<file path="src/pkg/phyev_pkg.sv">
// phyev_pkg: shared constants and carriers for the PHY event, interrupt and reduced-interface config block
package phyev_pkg;

    // ------------------------------------------------------------
    // register addresses on the serial management interface
    // ------------------------------------------------------------
    localparam logic [4:0] REG_TEST_CTRL = 5'h10;
    localparam logic [4:0] REG_STATUS = 5'h11;
    localparam logic [4:0] REG_IRQ_EN = 5'h12;

    // ------------------------------------------------------------
    // reduced_interface_test_control fields
    // ------------------------------------------------------------
    localparam int TC_MII_SEL = 9;
    localparam int TC_FEF = 5;
    localparam int TC_ELASTIC = 2;
    localparam int TC_OOB = 1;
    localparam logic [15:0] TC_RW_MASK = 16'h27E7;
    localparam logic [15:0] TC_RESET = 16'h1000;

    // ------------------------------------------------------------
    // receiver_config_and_event_status fields
    // ------------------------------------------------------------
    localparam int ST_FIBRE = 10;
    localparam int ST_SPEED = 9;
    localparam int ST_DUPLEX = 8;
    localparam int ST_PAUSE = 7;
    localparam int EVT_W = 7;
    localparam int EV_RX_FULL = 0;

    // ------------------------------------------------------------
    // receiver_event_interrupt_enable fields
    // ------------------------------------------------------------
    localparam int EN_PIN_DIR = 8;
    localparam int EN_MASTER = 7;
    localparam logic [15:0] EN_RW_MASK = 16'h01FF;
    localparam logic [15:0] EN_RESET = 16'h0100;

    // ------------------------------------------------------------
    // counts and management frame layout
    // ------------------------------------------------------------
    localparam int ERR_PKT_LIMIT = 65536;
    localparam logic [4:0] PHY_ADDR_DEFAULT = 5'h01;
    localparam logic [1:0] OP_READ = 2'h2;
    localparam logic [1:0] OP_WRITE = 2'h1;
    localparam logic [4:0] HDR_LAST = 5'h0C;
    localparam logic [4:0] DATA_LAST = 5'h0F;

    // ------------------------------------------------------------
    // carriers
    // ------------------------------------------------------------
    typedef struct packed {
        logic fibre;
        logic speed100;
        logic full_duplex;
        logic an_enable;
        logic an_complete;
        logic local_sym_pause;
        logic partner_sym_pause;
    } phyev_link_t;

    // one-cycle event pulses, laid out as status bits 6..0
    typedef struct packed {
        logic an_done;
        logic remote_fault;
        logic link_fail;
        logic code_word;
        logic pd_fault;
        logic page_rcvd;
        logic rx_err_pkt;
    } phyev_evt_t;

    typedef struct packed {
        logic rd;
        logic wr;
        logic [4:0] addr;
        logic [15:0] wdata;
    } phyev_mgmt_t;

endpackage

</file>
<file path="src/hw/phyev_core.sv">
// phyev_core: event status, interrupt enable and reduced-interface control registers of the PHY
// Contract
// bit 9 picks full interface when 1, reduced when 0; reset from strap.
// far-end-fault used only when its enable is set and negotiation is off.
// control bit 2 enlarges the reduced-interface elasticity buffer; resets to zero.
// control bit 1 sends speed, link, duplex out of band while idle.
// status bit 10 shows fibre mode, which disables negotiation and scrambling.
// status bits 9 and 8 show speed and duplex, valid with link.
// status bit 7 shows pause after negotiation when both ends advertise it.
// status bit 6 latches negotiation done, gated by enable bit 6.
// status bit 5 latches remote fault, gated by enable bit 5.
// status bit 4 latches link fail, gated by enable bit 4.
// status bit 3 latches code word received, gated by enable bit 3.
// status bit 2 latches parallel detect fault, gated by enable bit 2.
// status bit 1 latches page received, gated by enable bit 1.
// status bit 0 latches at 64k errored packets; status read clears counter.
// enable bit 8 sets pin direction: 1 power-down input, 0 interrupt output.
// enable bit 7 is master enable, resetting to 0, blocking all interrupts.
// seven individual enables, resetting to 0, let their flag reach the interrupt.
// latched flags hold until their register is read, and clear on reset.
// interrupt driven when master set, pin is output, an enabled flag pending.
// reserved bits read their defaults; writes to read-only bits are ignored.
module phyev_core
    import phyev_pkg::*;
#(
    parameter int ERR_LIMIT = ERR_PKT_LIMIT,
    parameter logic [4:0] PHY_ADDR = PHY_ADDR_DEFAULT
) (
    // clock and reset
    input wire logic mclk,
    input wire logic srst,
    // strap sampled while reset is held
    input wire logic mii_strap,
    // management pins
    input wire logic mdc,
    input wire logic mdio_i,
    output logic mdio_o,
    output logic mdio_oe,
    // link state and events from the datapath
    input wire phyev_link_t link,
    input wire phyev_evt_t evt,
    input wire logic tx_en,
    input wire logic crs_dv,
    // shared power-down or interrupt pin
    input wire logic powerdown_or_irq_pin_i,
    output logic powerdown_or_irq_pin_o,
    output logic powerdown_or_irq_pin_oe,
    output logic powerdown_req,
    // configuration towards the datapath
    output logic mii_select,
    output logic elastic_extend,
    output logic oob_signal_active,
    output logic far_end_fault_active,
    output logic autoneg_allowed,
    output logic scramble_allowed
);

    localparam int CW = $clog2(ERR_LIMIT) + 1;
    localparam logic [CW-1:0] LIMIT_M1 = CW'(ERR_LIMIT - 1);
    localparam logic [CW-1:0] LIMIT = CW'(ERR_LIMIT);

    typedef struct packed {
        logic [15:0] tc;
        logic [15:0] en;
        logic [EVT_W-1:0] flags;
        logic [CW-1:0] err_cnt;
        logic [15:0] rdata;
        logic pin_o;
        logic pin_oe;
        logic pd_req;
        logic mii_sel;
        logic elastic;
        logic oob_act;
        logic fef_act;
        logic an_ok;
        logic scr_ok;
    } phyev_core_state_t;

    phyev_core_state_t q, d;
    phyev_mgmt_t req;
    logic [15:0] status_word;
    logic status_clr;
    logic cnt_hit;
    logic an_effective;
    logic pending;

    // ------------------------------------------------------------
    // management frame slave
    // ------------------------------------------------------------
    phyev_mdio #(
        .PHY_ADDR(PHY_ADDR)
    ) u_mdio (
        .mclk(mclk),
        .srst(srst),
        .mdc(mdc),
        .mdio_i(mdio_i),
        .mdio_o(mdio_o),
        .mdio_oe(mdio_oe),
        .req(req),
        .rdata(q.rdata)
    );

    // ------------------------------------------------------------
    // read mux helper
    // ------------------------------------------------------------
    function automatic logic [15:0] reg_read(input logic [4:0] a, input logic [15:0] tc,
                                             input logic [15:0] en, input logic [15:0] st);
        logic [15:0] v;
        v = 16'h0000;
        unique case (a)
            REG_TEST_CTRL: v = tc;
            REG_STATUS: v = st;
            REG_IRQ_EN: v = en;
            default: v = 16'h0000;
        endcase
        return v;
    endfunction

    // ------------------------------------------------------------
    // next state
    // ------------------------------------------------------------
    always_comb begin
        // fibre mode overrides any negotiation request
        an_effective = link.an_enable & ~link.fibre;
        status_word = 16'h0000;
        status_word[ST_FIBRE] = link.fibre;
        status_word[ST_SPEED] = link.speed100;
        status_word[ST_DUPLEX] = link.full_duplex;
        status_word[ST_PAUSE] = link.an_complete & link.local_sym_pause & link.partner_sym_pause;
        status_word[EVT_W-1:0] = q.flags;

        status_clr = req.rd && req.addr == REG_STATUS;
        cnt_hit = evt.rx_err_pkt && q.err_cnt == LIMIT_M1 && !status_clr;

        d = q;
        if (req.rd) begin
            // capture before the clear so the read returns what was pending
            d.rdata = reg_read(req.addr, q.tc, q.en, status_word);
        end

        // on bits 6..1 set wins over the read clear so no event is lost; a bit 0 hit in the read cycle is dropped
        d.flags[EVT_W-1:1] = (q.flags[EVT_W-1:1] & {(EVT_W-1){~status_clr}})
                             | {evt.an_done, evt.remote_fault, evt.link_fail,
                                evt.code_word, evt.pd_fault, evt.page_rcvd};
        d.flags[EV_RX_FULL] = (q.flags[EV_RX_FULL] & ~status_clr) | cnt_hit;

        // counter saturates at the limit until a status read clears it
        if (status_clr) begin
            d.err_cnt = evt.rx_err_pkt ? CW'(1) : '0;
        end else if (evt.rx_err_pkt && q.err_cnt != LIMIT) begin
            d.err_cnt = q.err_cnt + CW'(1);
        end

        if (req.wr) begin
            unique case (req.addr)
                REG_TEST_CTRL: d.tc = (q.tc & ~TC_RW_MASK) | (req.wdata & TC_RW_MASK);
                REG_IRQ_EN: d.en = (q.en & ~EN_RW_MASK) | (req.wdata & EN_RW_MASK);
                default: d.tc = q.tc;
            endcase
        end

        // outputs follow the next register values so they carry no extra lag
        pending = d.en[EN_MASTER] & |(d.flags & d.en[EVT_W-1:0]);
        d.pin_oe = ~d.en[EN_PIN_DIR];
        d.pin_o = ~(pending & ~d.en[EN_PIN_DIR]);
        d.pd_req = d.en[EN_PIN_DIR] & powerdown_or_irq_pin_i;
        d.mii_sel = d.tc[TC_MII_SEL];
        // the larger buffer only exists on the reduced interface
        d.elastic = d.tc[TC_ELASTIC] & ~d.tc[TC_MII_SEL];
        d.oob_act = d.tc[TC_OOB] & ~d.tc[TC_MII_SEL] & ~tx_en & ~crs_dv;
        d.fef_act = d.tc[TC_FEF] & ~an_effective;
        d.an_ok = an_effective;
        d.scr_ok = ~link.fibre;

        if (srst) begin
            d = '0;
            d.tc = TC_RESET;
            // strap is sampled for as long as reset is held
            d.tc[TC_MII_SEL] = mii_strap;
            d.mii_sel = mii_strap;
            d.en = EN_RESET;
            d.pin_o = 1'b1;
            d.scr_ok = 1'b1;
        end
    end

    always_ff @(posedge mclk) begin
        q <= d;
    end

    // ------------------------------------------------------------
    // outputs
    // ------------------------------------------------------------
    assign powerdown_or_irq_pin_o = q.pin_o;
    assign powerdown_or_irq_pin_oe = q.pin_oe;
    assign powerdown_req = q.pd_req;
    assign mii_select = q.mii_sel;
    assign elastic_extend = q.elastic;
    assign oob_signal_active = q.oob_act;
    assign far_end_fault_active = q.fef_act;
    assign autoneg_allowed = q.an_ok;
    assign scramble_allowed = q.scr_ok;

endmodule // phyev_core

</file>
<file path="src/hw/phyev_mdio.sv">
// phyev_mdio: serial management frame slave turning read and write frames into register strobes
module phyev_mdio
    import phyev_pkg::*;
#(
    parameter logic [4:0] PHY_ADDR = PHY_ADDR_DEFAULT
) (
    // clock and reset
    input wire logic mclk,
    input wire logic srst,
    // management pins
    input wire logic mdc,
    input wire logic mdio_i,
    output logic mdio_o,
    output logic mdio_oe,
    // register side
    output phyev_mgmt_t req,
    input wire logic [15:0] rdata
);

    typedef enum logic [1:0] {S_IDLE, S_HDR, S_TA, S_DATA} phyev_mstate_t;

    typedef struct packed {
        phyev_mstate_t st;
        logic [4:0] cnt;
        logic [15:0] sh;
        logic is_read;
        logic mdc_prev;
        logic mdio_o;
        logic mdio_oe;
        phyev_mgmt_t req;
    } phyev_mdio_state_t;

    phyev_mdio_state_t q, d;
    logic rise;

    // mdc is a plain input, so each level must last one mclk for the edge to be seen
    assign rise = mdc & ~q.mdc_prev;

    always_comb begin
        d = q;
        d.mdc_prev = mdc;
        d.req.rd = 1'b0;
        d.req.wr = 1'b0;
        if (rise) begin
            unique case (q.st)
                S_IDLE: begin
                    d.mdio_oe = 1'b0;
                    // a zero after the run of ones is the first start bit
                    if (!mdio_i) begin
                        d.st = S_HDR;
                        d.cnt = 5'h00;
                        d.sh = 16'h0000;
                    end
                end
                S_HDR: begin
                    d.sh = {q.sh[14:0], mdio_i};
                    d.cnt = q.cnt + 5'h01;
                    if (q.cnt == HDR_LAST) begin
                        d.cnt = 5'h00;
                        d.st = S_IDLE;
                        if (d.sh[12] && d.sh[9:5] == PHY_ADDR &&
                            (d.sh[11:10] == OP_READ || d.sh[11:10] == OP_WRITE)) begin
                            d.st = S_TA;
                            d.req.addr = d.sh[4:0];
                            d.is_read = (d.sh[11:10] == OP_READ);
                            d.req.rd = (d.sh[11:10] == OP_READ);
                        end
                    end
                end
                S_TA: begin
                    d.cnt = q.cnt + 5'h01;
                    if (q.cnt == 5'h00) begin
                        // second turnaround bit is driven low on reads
                        d.mdio_oe = q.is_read;
                        d.mdio_o = 1'b0;
                    end else begin
                        d.st = S_DATA;
                        d.cnt = 5'h00;
                        d.sh = rdata;
                        d.mdio_o = rdata[15];
                    end
                end
                S_DATA: begin
                    d.cnt = q.cnt + 5'h01;
                    d.sh = {q.sh[14:0], mdio_i};
                    d.mdio_o = q.sh[14];
                    if (q.cnt == DATA_LAST) begin
                        d.st = S_IDLE;
                        d.mdio_oe = 1'b0;
                        d.req.wr = ~q.is_read;
                        d.req.wdata = {q.sh[14:0], mdio_i};
                    end
                end
            endcase
        end
        if (srst) begin
            d = '0;
            d.st = S_IDLE;
            // track mdc through reset so a high level at release is no false edge
            d.mdc_prev = mdc;
        end
    end

    always_ff @(posedge mclk) begin
        q <= d;
    end

    assign mdio_o = q.mdio_o;
    assign mdio_oe = q.mdio_oe;
    assign req = q.req;

endmodule // phyev_mdio

</file>
<file path="config.mk">
export PLATFORM = sky130hd
export DESIGN_NAME = phyev_core
export DESIGN_NICKNAME = d
export VERILOG_FILES = /design/src/pkg/phyev_pkg.sv /design/src/hw/phyev_core.sv /design/src/hw/phyev_mdio.sv
export SDC_FILE = /design/constraint.sdc
export NUM_CORES = 1
export LEC_CHECK = 0
export BUFFER_PORTS_ARGS = -buffer_cell sky130_fd_sc_hd__buf_2
export CAP_MARGIN = 20
export CELL_PAD_IN_SITES_DETAIL_PLACEMENT = 0
export CELL_PAD_IN_SITES_GLOBAL_PLACEMENT = 1
export CORE_MARGIN = 3
export CORE_UTILIZATION = 49
export DETAILED_ROUTE_END_ITERATION = 7
export HOLD_SLACK_MARGIN = 0.05
export PLACE_DENSITY_LB_ADDON = 0.1
export SLEW_MARGIN = 20
export SYNTH_ARGS = -nofsm -noshare
export SYNTH_HDL_FRONTEND = slang
export SYNTH_SLANG_ARGS = --single-unit
</file>
<file path="constraint.sdc">
create_clock -name mclk -period 6.6 [get_ports mclk]
set_clock_uncertainty 0.1 [all_clocks]
set_input_delay 0.33 -clock mclk [delete_from_list [all_inputs] [get_ports mclk]]
set_output_delay 0.33 -clock mclk [all_outputs]
set_load 0.005 [all_outputs]
</file>
==> out/metrics.csv, run 1 <==
stage,metric,value,unit
logic_synthesis,synthesis.area_per_instance,8.96,um2
logic_synthesis,synth_edf_count,0,
min_path,worst_hold_path.num_cells,3,
logic_synthesis,post_synth_inst_count,532,
clocking,clk_transition_reported_paths,100,ps
logic_synthesis,synth.yosys.warnings,0,
floorplan,area_enclosed_by_the_die_boundary,0.0110,mm2
sta,tns,0,ps
final_layout,final_cell_mix,"sky130_fd_sc_hd__dfxtp_1 (110), sky130_fd_sc_hd__nor2_1 (77), sky130_fd_sc_hd__a21oi_1 (48)",
place,gpl_congestion,0.810,
sta,rsz0062_at_grt,false,
clocking,cts_htree_levels,3,
routing,via_cell_ratio,5.50,
clocking,post_cts_resized,0,
power_and_ir_drop,power-per-cell-area,226,mW/mm2
global_routing,grt_pass1_vias,3511,
final_layout,insertedDiodeCount,0,
sta,finalMaxSlewViolations,0,
global_routing,grt_usage,20.3,%
setup_path,reg2reg_end,q[32]$_SDFFE_PP0P_,
logic_synthesis,synth-seq-area-share,46.2,%
setup_path,cp.arrival,3200,ps
clocking,cts_inserted_buffers,9,
sta,setup_ws,3540,ps
clocking,cts_root_cell,sky130_fd_sc_hd__clkbuf_8,
routing,num_vias,3754,
sta,fmaxAchievable,327,MHz
sta,finalHoldViolations,0,
global_routing,global_route.overflow_total,0,
min_path,timing.hold.worst.start,evt[5],
power_and_ir_drop,p_total,0.00118,W
power_and_ir_drop,peakVddDrop,0.164,mV
setup_path,cp.required,6740,ps
routing,detail_route.first_pass.iterations,4,
clocking,tritoncts_clock_tree,done,
setup_path,reg2reg_setup_slack,3540,ps
floorplan,floorplan.initialDensity,51.1,%
clocking,cts_post_setup_buffers_inserted,0,
logic_synthesis,yosysTopAreaCellShare,46.2,%
outcome,outcome,completed,
final_layout,layout.cells.non_filler,682,
power_and_ir_drop,p_leak,1.93,nW
logic_synthesis,ys_seq_elements,110,
routing,drt_wl_total,10700,um
final_layout,final_layout_size_suffix_gt1_share,12.8,%
routing,ant_nets,0,
place,dp_cells,665,
sta,timing.final.crit_share,46.3,%
place,place.detailed.hpwl,7150,um
place,placement.setup.worst_slack,3480,ps
logic_synthesis,synthTopCellsByArea,"sky130_fd_sc_hd__dfxtp_1 (46%), sky130_fd_sc_hd__mux2i_1 (7.8%), sky130_fd_sc_hd__nor2_1 (6.1%)",
final_layout,finalNetCount,578,
clocking,worst_skew_pair.late_latency,370,ps
setup_path,worstRegToRegCells,5,
floorplan,placementRows,35,
final_layout,fill_cells,887,
clocking,cts_sinks,110,
floorplan,dieWidth,105,um
floorplan,floorplan.io_pins,33,
place,placedInstanceArea,0.00497,mm2
sta,final.min_clock_period,3060,ps
logic_synthesis,dominantRegCellSynth,sky130_fd_sc_hd__dfxtp_1,
setup_path,crit_type,flip-flop to flip-flop,
logic_synthesis,synth_area_leader_cell,sky130_fd_sc_hd__dfxtp_1,
sta,maxSlewHeadroom,32.1,%
global_routing,antenna_found_initial,0,
setup_path,critical_path_sink_type,flip-flop,
routing,detail_route.iter0.violations,166,
min_path,hold_end,q[47]$_SDFF_PP0_,
logic_synthesis,synth.net_count,561,
routing,avgRoutedWirePerCell,15.7,um
min_path,hold_class,input port to flip-flop,
floorplan,fp.coreArea,0.00933,mm2
sta,transition_at_the_pin_with_the_smallest_max_transition_slack,1020,ps
setup_path,critical_path.reg2reg.startpoint,u_mdio.req[16]$_SDFFE_PP0P_,
clocking,number_of_buffers_between_clock_root_and_the_deepest_sink,2,
global_routing,grt_max_degree,93,
place,buffer_ports.inserted,32,
global_routing,global_route_wire_length_before_repair,18000,um
setup_path,cp-start-kind,flip-flop,
logic_synthesis,syn_area,0.00477,mm2
final_layout,syn_to_final_growth,9.24,%
final_layout,layout_commonest_cell,sky130_fd_sc_hd__dfxtp_1,
floorplan,die-height,105,um
flow_run,maxCapViolCount,0,
logic_synthesis,asyncSetResetFlopFracSynth,0,%
sta,finalSetupViolCount,0,
setup_path,cp_max_fo,15,
routing,drc,0,
setup_path,cp-startpoint,u_mdio.req[16]$_SDFFE_PP0P_,
final_layout,layout.cell_area.non_filler,0.00521,mm2
logic_synthesis,synth_cell_types,58,
==> routing by layer <==
| layer | share of wire (%) | vias up | GRT usage (%) |
|---|---|---|---|
| met5 | 0 | - | 0 |
| met1 | 51 | 1782 | 28.8 |
| met3 | 2.9 | 10 | 4.39 |
| met4 | 1.2 | 0 | 5.34 |
| met2 | 45 | 46 | 31.4 |
| li1 | - | 1916 | - |
==> flip-flops by register name, indices dropped and copies added, names as in the netlist <==
| register | flops |
|---|---|
| q | 57 |
| u_mdio.q | 24 |
| u_mdio.mdio_o | 1 |
| u_mdio.req | 19 |
| powerdown_or_irq_pin_oe | 1 |
| elastic_extend | 1 |
| u_mdio.mdio_oe | 1 |
| oob_signal_active | 1 |
| far_end_fault_active | 1 |
| powerdown_req | 1 |
| powerdown_or_irq_pin_o | 1 |
| autoneg_allowed | 1 |
| scramble_allowed | 1 |
==> through the flow <==
step           hold WS, ps  util, %
6_report              67.6     55.8
5_1_grt               66.3     55.8
4_1_cts               61.7     55.8
3_5_place_dp           347     53.3
3_3_place_gp           343     53.3
2_1_floorplan          258        -
==> repair_timing <==
| item | CTS | global route |
|---|---|---|
| endpoints found under the hold margin | 2 | 0 |
| hold buffers | 2 | 0 |
| endpoints found under the setup margin | 0 | 0 |
==> synthesized netlist by cell type (all sizes together), types with 2 or more instances <==
library cell  count
or4b              3
or2               5
nor4              2
a2111oi           2
ha                7
a211oi            3
clkbuf           26
o31ai             2
and3              4
nor2b            16
mux2i            37
a221oi            2
or4               4
a22oi            14
buf               6
nor4b             2
o22ai             3
nand3b            2
nand2            33
xnor2             9
nand2b            9
and4              2
inv              14
dfxtp           110
nor3b             8
a21oi            48
mux2              4
nor2             79
a311oi            2
nor3             10
nand4             6
a2bb2oi           9
a31oi             2
a22o              2
o21ai            13
nand3            20
==> critical path: stages (launching register included) <==
cell and delay (ps):
sky130_fd_sc_hd__dfxtp_1 690, sky130_fd_sc_hd__nor2b_1 680, sky130_fd_sc_hd__nand3_1 580, sky130_fd_sc_hd__a2111oi_0 640, sky130_fd_sc_hd__xnor2_1 170, sky130_fd_sc_hd__nor2_1 50
==> power breakdown <==
part | switching (W) | internal, W | total, W | leakage, nW
combinational | 0.0000350 | 0.0000217 | 0.0000567 | 0.933
sequential | 0.00000670 | 0.000671 | 0.000677 | 0.890
clock | 0.000219 | 0.000223 | 0.000442 | 0.107
==> area by class of cell <==
type	instances	area [um2]	share of cell area [%]
clock inverters	3	68.8	1.32
flip-flops and latches	110	2200	42.3
repair buffers	38	210	4.04
inverters	14	52.6	1.01
multi-input cells	376	2370	45.5
clock buffers	12	145	2.79
well taps	129	161	3.10
==> worst max-delay path by stage <==
stage / to / slack [ps] / depth (start not counted)
final: q[32]$_SDFFE_PP0P_ / 3540 / 5
after global routing: q[26]$_SDFFE_PP0P_ / 3240 / 4
after CTS: q[37]$_SDFFE_PP0P_ / 3470 / 4
after global placement: q[37]$_SDFFE_PP0P_ / 3500 / 4
after detailed placement: q[37]$_SDFFE_PP0P_ / 3480 / 4
after floorplan: u_mdio.req[17]$_SDFFE_PP0P_ / 4310 / 7
==> kinds of logic (layout without fill, tap and decap cells) <==
kind of cell / count (synthesis) / in the layout / share of synthesized area, %
simple gates: 209 / 209 / 22.5
compound gates: 110 / 110 / 14.9
flops: 110 / 110 / 46.2
buf+inv: 46 / 67 / 4.15
mux: 41 / 41 / 8.71
xor+xnor: 9 / 9 / 1.65
fa+ha+maj: 7 / 7 / 1.84
(Power assumes the default switching activity.)
==> run 2, diff against run 1 <==
Settings changed: CORE_UTILIZATION 49 to 41.
Clock period 6.6 ns to 2.6 ns, I/O delays scaled along.
==> out/metrics.csv, run 2 (synthesis results as in run 1) <==
stage,metric,value,unit
outcome,outcome,completed,
routing,num_vias,3832,
clocking,cts_sinks,110,
final_layout,insertedDiodeCount,0,
setup_path,cp-startpoint,u_mdio.q[36]$_SDFFE_PP0P_,
floorplan,area_enclosed_by_the_die_boundary,0.0130,mm2
floorplan,fp.coreArea,0.0111,mm2
global_routing,antenna_found_initial,0,
routing,drt_wl_total,11500,um
sta,final.min_clock_period,2400,ps
global_routing,grt_pass1_vias,3701,
setup_path,critical_path.reg2reg.startpoint,u_mdio.q[36]$_SDFFE_PP0P_,
final_layout,final_layout_size_suffix_gt1_share,15.8,%
global_routing,grt_util_met1,26.9,%
floorplan,placementRows,38,
routing,via_cell_ratio,5.29,
sta,finalMaxSlewViolations,0,
clocking,clk_transition_reported_paths,70,ps
final_layout,syn_to_final_growth,18.4,%
setup_path,cp.required,2720,ps
final_layout,layout.cells.non_filler,724,
global_routing,global_route.peak_usage_layer,met2,
setup_path,reg2reg_end,u_mdio.req[19]$_SDFFE_PP0P_,
sta,tns,0,ps
setup_path,cp.arrival,2520,ps
power_and_ir_drop,power-per-cell-area,622,mW/mm2
place,gpl_congestion,0.769,
setup_path,cp_max_fo,8,
clocking,cts_root_cell,sky130_fd_sc_hd__clkbuf_16,
global_routing,grt_util_met3,5.09,%
floorplan,floorplan.io_pins,33,
global_routing,global_route_wire_length_before_repair,19200,um
sta,finalHoldViolations,0,
final_layout,top_register,q,
sta,finalSetupViolCount,0,
sta,fmaxAchievable,417,MHz
final_layout,layout_commonest_cell,sky130_fd_sc_hd__dfxtp_1,
routing,detail_route.iter0.violations,297,
final_layout,multi_input_comb_area,0.00237,mm2
clocking,tritoncts_clock_tree,done,
final_layout,fill_cells,1079,
sta,transition_at_the_pin_with_the_smallest_max_transition_slack,675,ps
sta,maxSlewHeadroom,55.0,%
floorplan,floorplan.initialDensity,43.0,%
routing,ant_nets,0,
setup_path,worstRegToRegCells,6,
global_routing,grt_max_degree,92,
routing,avgRoutedWirePerCell,15.9,um
power_and_ir_drop,peakVddDrop,0.496,mV
setup_path,cp-start-kind,flip-flop,
place,place.detailed.hpwl,7690,um
final_layout,layout.core_utilization,50.9,%
flow_run,maxCapViolCount,0,
clocking,worst_skew_pair.late_latency,350,ps
final_layout,finalNetCount,608,
sta,timing.final.crit_share,92.3,%
routing,detail_route.first_pass.iterations,4,
sta,rsz0062_at_grt,false,
clocking,cts_inserted_buffers,9,
floorplan,die-height,114,um
setup_path,critical_path_sink_type,flip-flop,
final_layout,seqCellArea,0.00220,mm2
global_routing,global_route.overflow_total,0,
place,dp_cells,692,
setup_path,reg2reg_setup_slack,200,ps
setup_path,crit_type,flip-flop to flip-flop,
global_routing,use_met2,27.7,%
min_path,hold_class,input port to flip-flop,
power_and_ir_drop,p_leak,2.15,nW
routing,drc,0,
setup_path,setup.worst_path.end,u_mdio.req[19]$_SDFFE_PP0P_,
clocking,cts_htree_levels,3,
final_layout,largest_reg_flops,57,
floorplan,dieWidth,114,um
global_routing,grt_usage,18.7,%
place,buffer_ports.inserted,32,
clocking,number_of_buffers_between_clock_root_and_the_deepest_sink,2,
final_layout,final_cell_mix,"sky130_fd_sc_hd__dfxtp_1 (110), sky130_fd_sc_hd__nor2_1 (76), sky130_fd_sc_hd__a21oi_1 (48)",
-- run 2: cell types whose count changed in the layout (fill, tap and decap cells not counted), moves of 2 or more --
cell | before | now
sky130_fd_sc_hd__clkbuf_8 | 10 | 2
sky130_fd_sc_hd__dlygate4sd3_1 | 2 | 16
sky130_fd_sc_hd__buf_4 | 4 | 19
sky130_fd_sc_hd__clkbuf_16 | 0 | 9
sky130_fd_sc_hd__clkbuf_1 | 2 | 0
-- run 2: routing by layer --
| layer | part of all wire (%) | wire length [um] |
|---|---|---|
| met5 | 0 | 0 |
| met3 | 4.2 | 482 |
| met1 | 52 | 5940 |
| met2 | 43 | 4990 |
| met4 | 1.0 | 121 |
-- run 2: worst min path at each step --
| stage | start | depth (start not counted) | slack, ps | to |
|---|---|---|---|---|
| 3_5_place_dp | mdc | 1 | 150 | u_mdio.q[25]$_DFF_P_ |
| 3_3_place_gp | mdc | 1 | 140 | u_mdio.q[25]$_DFF_P_ |
| 6_report | link[1] | 5 | 90 | q[16]$_SDFFE_PP0P_ |
| 4_1_cts | link[1] | 5 | 80 | q[16]$_SDFFE_PP0P_ |
| 5_1_grt | link[1] | 5 | 130 | q[16]$_SDFFE_PP0P_ |
| 2_1_floorplan | mdc | 0 | 60 | u_mdio.q[25]$_DFF_P_ |
-- run 2: critical path, stage by stage, from the launching register on --
cell                      delay (ps)
sky130_fd_sc_hd__dfxtp_1         360
sky130_fd_sc_hd__inv_1            70
sky130_fd_sc_hd__ha_1            290
sky130_fd_sc_hd__or4b_2          620
sky130_fd_sc_hd__or4_4           600
sky130_fd_sc_hd__mux2i_1         190
sky130_fd_sc_hd__nor2_1           50
-- run 2: report_power, final --
group,internal [W],switching (W),total (W)
clock,0.000997,0.000625,0.00162
sequential,0.00170,0.0000110,0.00171
combinational,0.0000770,0.000101,0.000178
total,0.00278,0.000737,0.00351
-- run 2: layout make-up --
cell class / instances / area share, %
tap: 140 / 3.10
clock inverter: 5 / 1.84
clock buffer: 11 / 4.48
multi-input combinational: 376 / 42.1
timing repair buffer: 68 / 8.56
inverter: 14 / 0.931
sequential: 110 / 39.0
-- run 2: per-stage QoR --
step | hold WS (ps) | cell area (um2) | total power, W | worst slack (ps)
3_3_place_gp | 143 | 5120 | 0.00191 | 148
4_1_cts | 80.8 | 5640 | 0.00356 | 27.2
6_report | 94.1 | 5640 | 0.00351 | 200
2_1_floorplan | 57.7 | 4770 | 0.00186 | 311
5_1_grt | 128 | 5640 | 0.00365 | 77.6
3_5_place_dp | 148 | 5120 | 0.00191 | 51.3
-- run 2: timing repair --
item / CTS / global route
endpoints found under the setup margin: 0 / 6
setup buffers: 0 / 0
resized for setup: 0 / 1
hold buffers: 16 / 0
endpoints found under the hold margin: 19 / 0
==> run 3, diff against run 2 <==
Clock period 2.6 ns to 2.1 ns, I/O delays scaled along.
==> out/metrics.csv, run 3 (synthesis results as in run 1) <==
stage,metric,value,unit
final_layout,layout_commonest_cell,sky130_fd_sc_hd__dfxtp_1,
floorplan,dieWidth,114,um
setup_path,reg2reg_end,u_mdio.req[20]$_SDFFE_PP0P_,
global_routing,grt_pass1_vias,3903,
flow_run,maxCapViolCount,0,
clocking,cts_root_cell,sky130_fd_sc_hd__clkbuf_16,
routing,detail_route.iter0.violations,224,
min_path,hold_end,u_mdio.req[3]$_SDFFE_PP0P_,
setup_path,cp.arrival,2260,ps
routing,num_vias,3976,
setup_path,cp_max_fo,8,
final_layout,layout.cells.non_filler,755,
final_layout,top_register,q,
setup_path,cp.required,2250,ps
global_routing,grt_max_degree,37,
setup_path,cp-start-kind,flip-flop,
clocking,clk_transition_reported_paths,70,ps
clocking,worst_skew_pair.late_latency,360,ps
setup_path,critical_path.reg2reg.startpoint,u_mdio.q[36]$_SDFFE_PP0P_,
place,place.detailed.hpwl,8290,um
sta,rsz0062_at_grt,true,
place,placement.setup.worst_slack,-63.4,ps
clocking,number_of_buffers_between_clock_root_and_the_deepest_sink,2,
min_path,worst_hold_path.num_cells,2,
global_routing,global_route_wire_length_before_repair,19700,um
sta,hold_slack,81.9,ps
routing,drc,0,
floorplan,placementRows,38,
final_layout,final_cell_mix,"sky130_fd_sc_hd__dfxtp_1 (105), sky130_fd_sc_hd__nor2_1 (77), sky130_fd_sc_hd__a21oi_1 (47), sky130_fd_sc_hd__buf_4 (47), sky130_fd_sc_hd__mux2i_1 (35)",
sta,maxSlewHeadroom,67.3,%
place,buffer_ports.inserted,32,
setup_path,worstRegToRegCells,6,
sta,timing.final.crit_share,100,%
final_layout,syn_to_final_growth,24.6,%
final_layout,final_layout_size_suffix_gt1_share,22.6,%
routing,avgRoutedWirePerCell,15.9,um
floorplan,floorplan.io_pins,33,
clocking,cts_post_setup_buffers_inserted,0,
floorplan,fp.coreArea,0.0111,mm2
setup_path,reg2reg_setup_slack,-8,ps
sta,transition_at_the_pin_with_the_smallest_max_transition_slack,477,ps
global_routing,antenna_found_initial,0,
routing,ant_nets,0,
sta,finalHoldViolations,0,
power_and_ir_drop,power-per-cell-area,687,mW/mm2
sta,final.min_clock_period,2110,ps
sta,finalSetupViolCount,2,
floorplan,area_enclosed_by_the_die_boundary,0.0130,mm2
power_and_ir_drop,peakVddDrop,0.677,mV
setup_path,crit_type,flip-flop to flip-flop,
min_path,hold_class,input port to flip-flop,
min_path,timing.hold.worst.start,srst,
setup_path,critical_path_sink_type,flip-flop,
floorplan,die-height,114,um
routing,via_cell_ratio,5.27,
global_routing,grt_usage,19.2,%
final_layout,finalNetCount,640,
floorplan,floorplan.initialDensity,43.0,%
routing,detail_route.first_pass.iterations,4,
outcome,violations_in_the_final_reports,negative setup slack,
clocking,tritoncts_clock_tree,done,
setup_path,worst_path_largest_cell_delay,590,ps
sta,finalMaxSlewViolations,0,
place,gpl_congestion,0.788,
final_layout,insertedDiodeCount,0,
routing,drt_wl_total,12000,um
clocking,cts_htree_levels,3,
sta,setup_ws,-8.47,ps
power_and_ir_drop,p_leak,2.29,nW
clocking,cts_sinks,110,
setup_path,crit_slowest_cell,sky130_fd_sc_hd__or4_4,
outcome,outcome,"complete, but fails checks",
final_layout,largest_reg_flops,57,
setup_path,worstPathCellList,"inv_2, ha_4, or4b_4, or4_4, mux2i_1, nor2_1",
clocking,cts_inserted_buffers,9,
place,dp_cells,724,
global_routing,global_route.overflow_total,0,
sta,fmaxAchievable,474,MHz
run 3: repair_timing:
action                     in CTS  in global routing
pin swaps                       1                  7
hold endpoints to repair       19                  0
resized for setup               5                 22
gates cloned                    1                  0
setup endpoints to repair      10                 25
hold buffers                   16                  0
run 3: power breakdown:
| group | leakage (nW) | switching [W] | internal [W] |
|---|---|---|---|
| clock | 0.140 | 0.000784 | 0.000929 |
| sequential | 0.893 | 0.0000148 | 0.00211 |
| combinational | 1.26 | 0.000132 | 0.000114 |
run 3: layer usage:
layer  wire length [um]  GRT usage, %  vias up  part of all wire (%)
met5                  0             0        -                     0
met3                362          5.15        4                   3.0
met1               5710          24.9     1897                    48
met4                 81          3.72        0                  0.68
li1                   -             -     2031                     -
met2               5830          32.3       44                    49
run 3: how the worst max path moves through the flow:
stage	end	slack [ps]	depth (start not counted)	start
final	u_mdio.req[20]$_SDFFE_PP0P_	-8	6	u_mdio.q[36]$_SDFFE_PP0P_
after global routing	u_mdio.req[20]$_SDFFE_PP0P_	-90	6	u_mdio.q[36]$_SDFFE_PP0P_
after CTS	u_mdio.req[19]$_SDFFE_PP0P_	-9	7	u_mdio.q[36]$_SDFFE_PP0P_
after detailed placement	q[37]$_SDFFE_PP0P_	-60	8	q[25]$_SDFFE_PP0P_
after global placement	q[37]$_SDFFE_PP0P_	-3	8	q[25]$_SDFFE_PP0P_
after floorplan	q[37]$_SDFFE_PP0P_	20	8	q[25]$_SDFFE_PP0P_
run 3: final cells by class:
| cell class | instances | area, um2 |
|---|---|---|
| inverter | 14 | 52.6 |
| fill | 1004 | 5140 |
| clock inverter | 4 | 56.3 |
| clock buffer | 11 | 233 |
| tap | 140 | 175 |
| timing repair buffer | 100 | 741 |
| sequential | 110 | 2210 |
| multi-input combinational | 376 | 2480 |
run 3: critical path, delay by kind of cell (launching register included):
kind                     cells  cell delay, ps
flip-flops                   1             320
AND/OR/NAND/NOR              3            1130
adder cells (fa/ha/maj)      1             190
buffers and inverters        1              70
multiplexers                 1             190
run 3: through the flow:
stage | area [um2] | power, W | TNS [ps] | util, %
final | 5940 | 0.00408 | -8.84 | 53.6
after CTS | 5860 | 0.00413 | -9.33 | 52.9
after global placement | 5380 | 0.00238 | -2.81 | 48.6
after detailed placement | 5380 | 0.00239 | -173 | 48.6
after floorplan | 4780 | 0.00230 | 0 | -
after global routing | 5940 | 0.00423 | -417 | 53.6
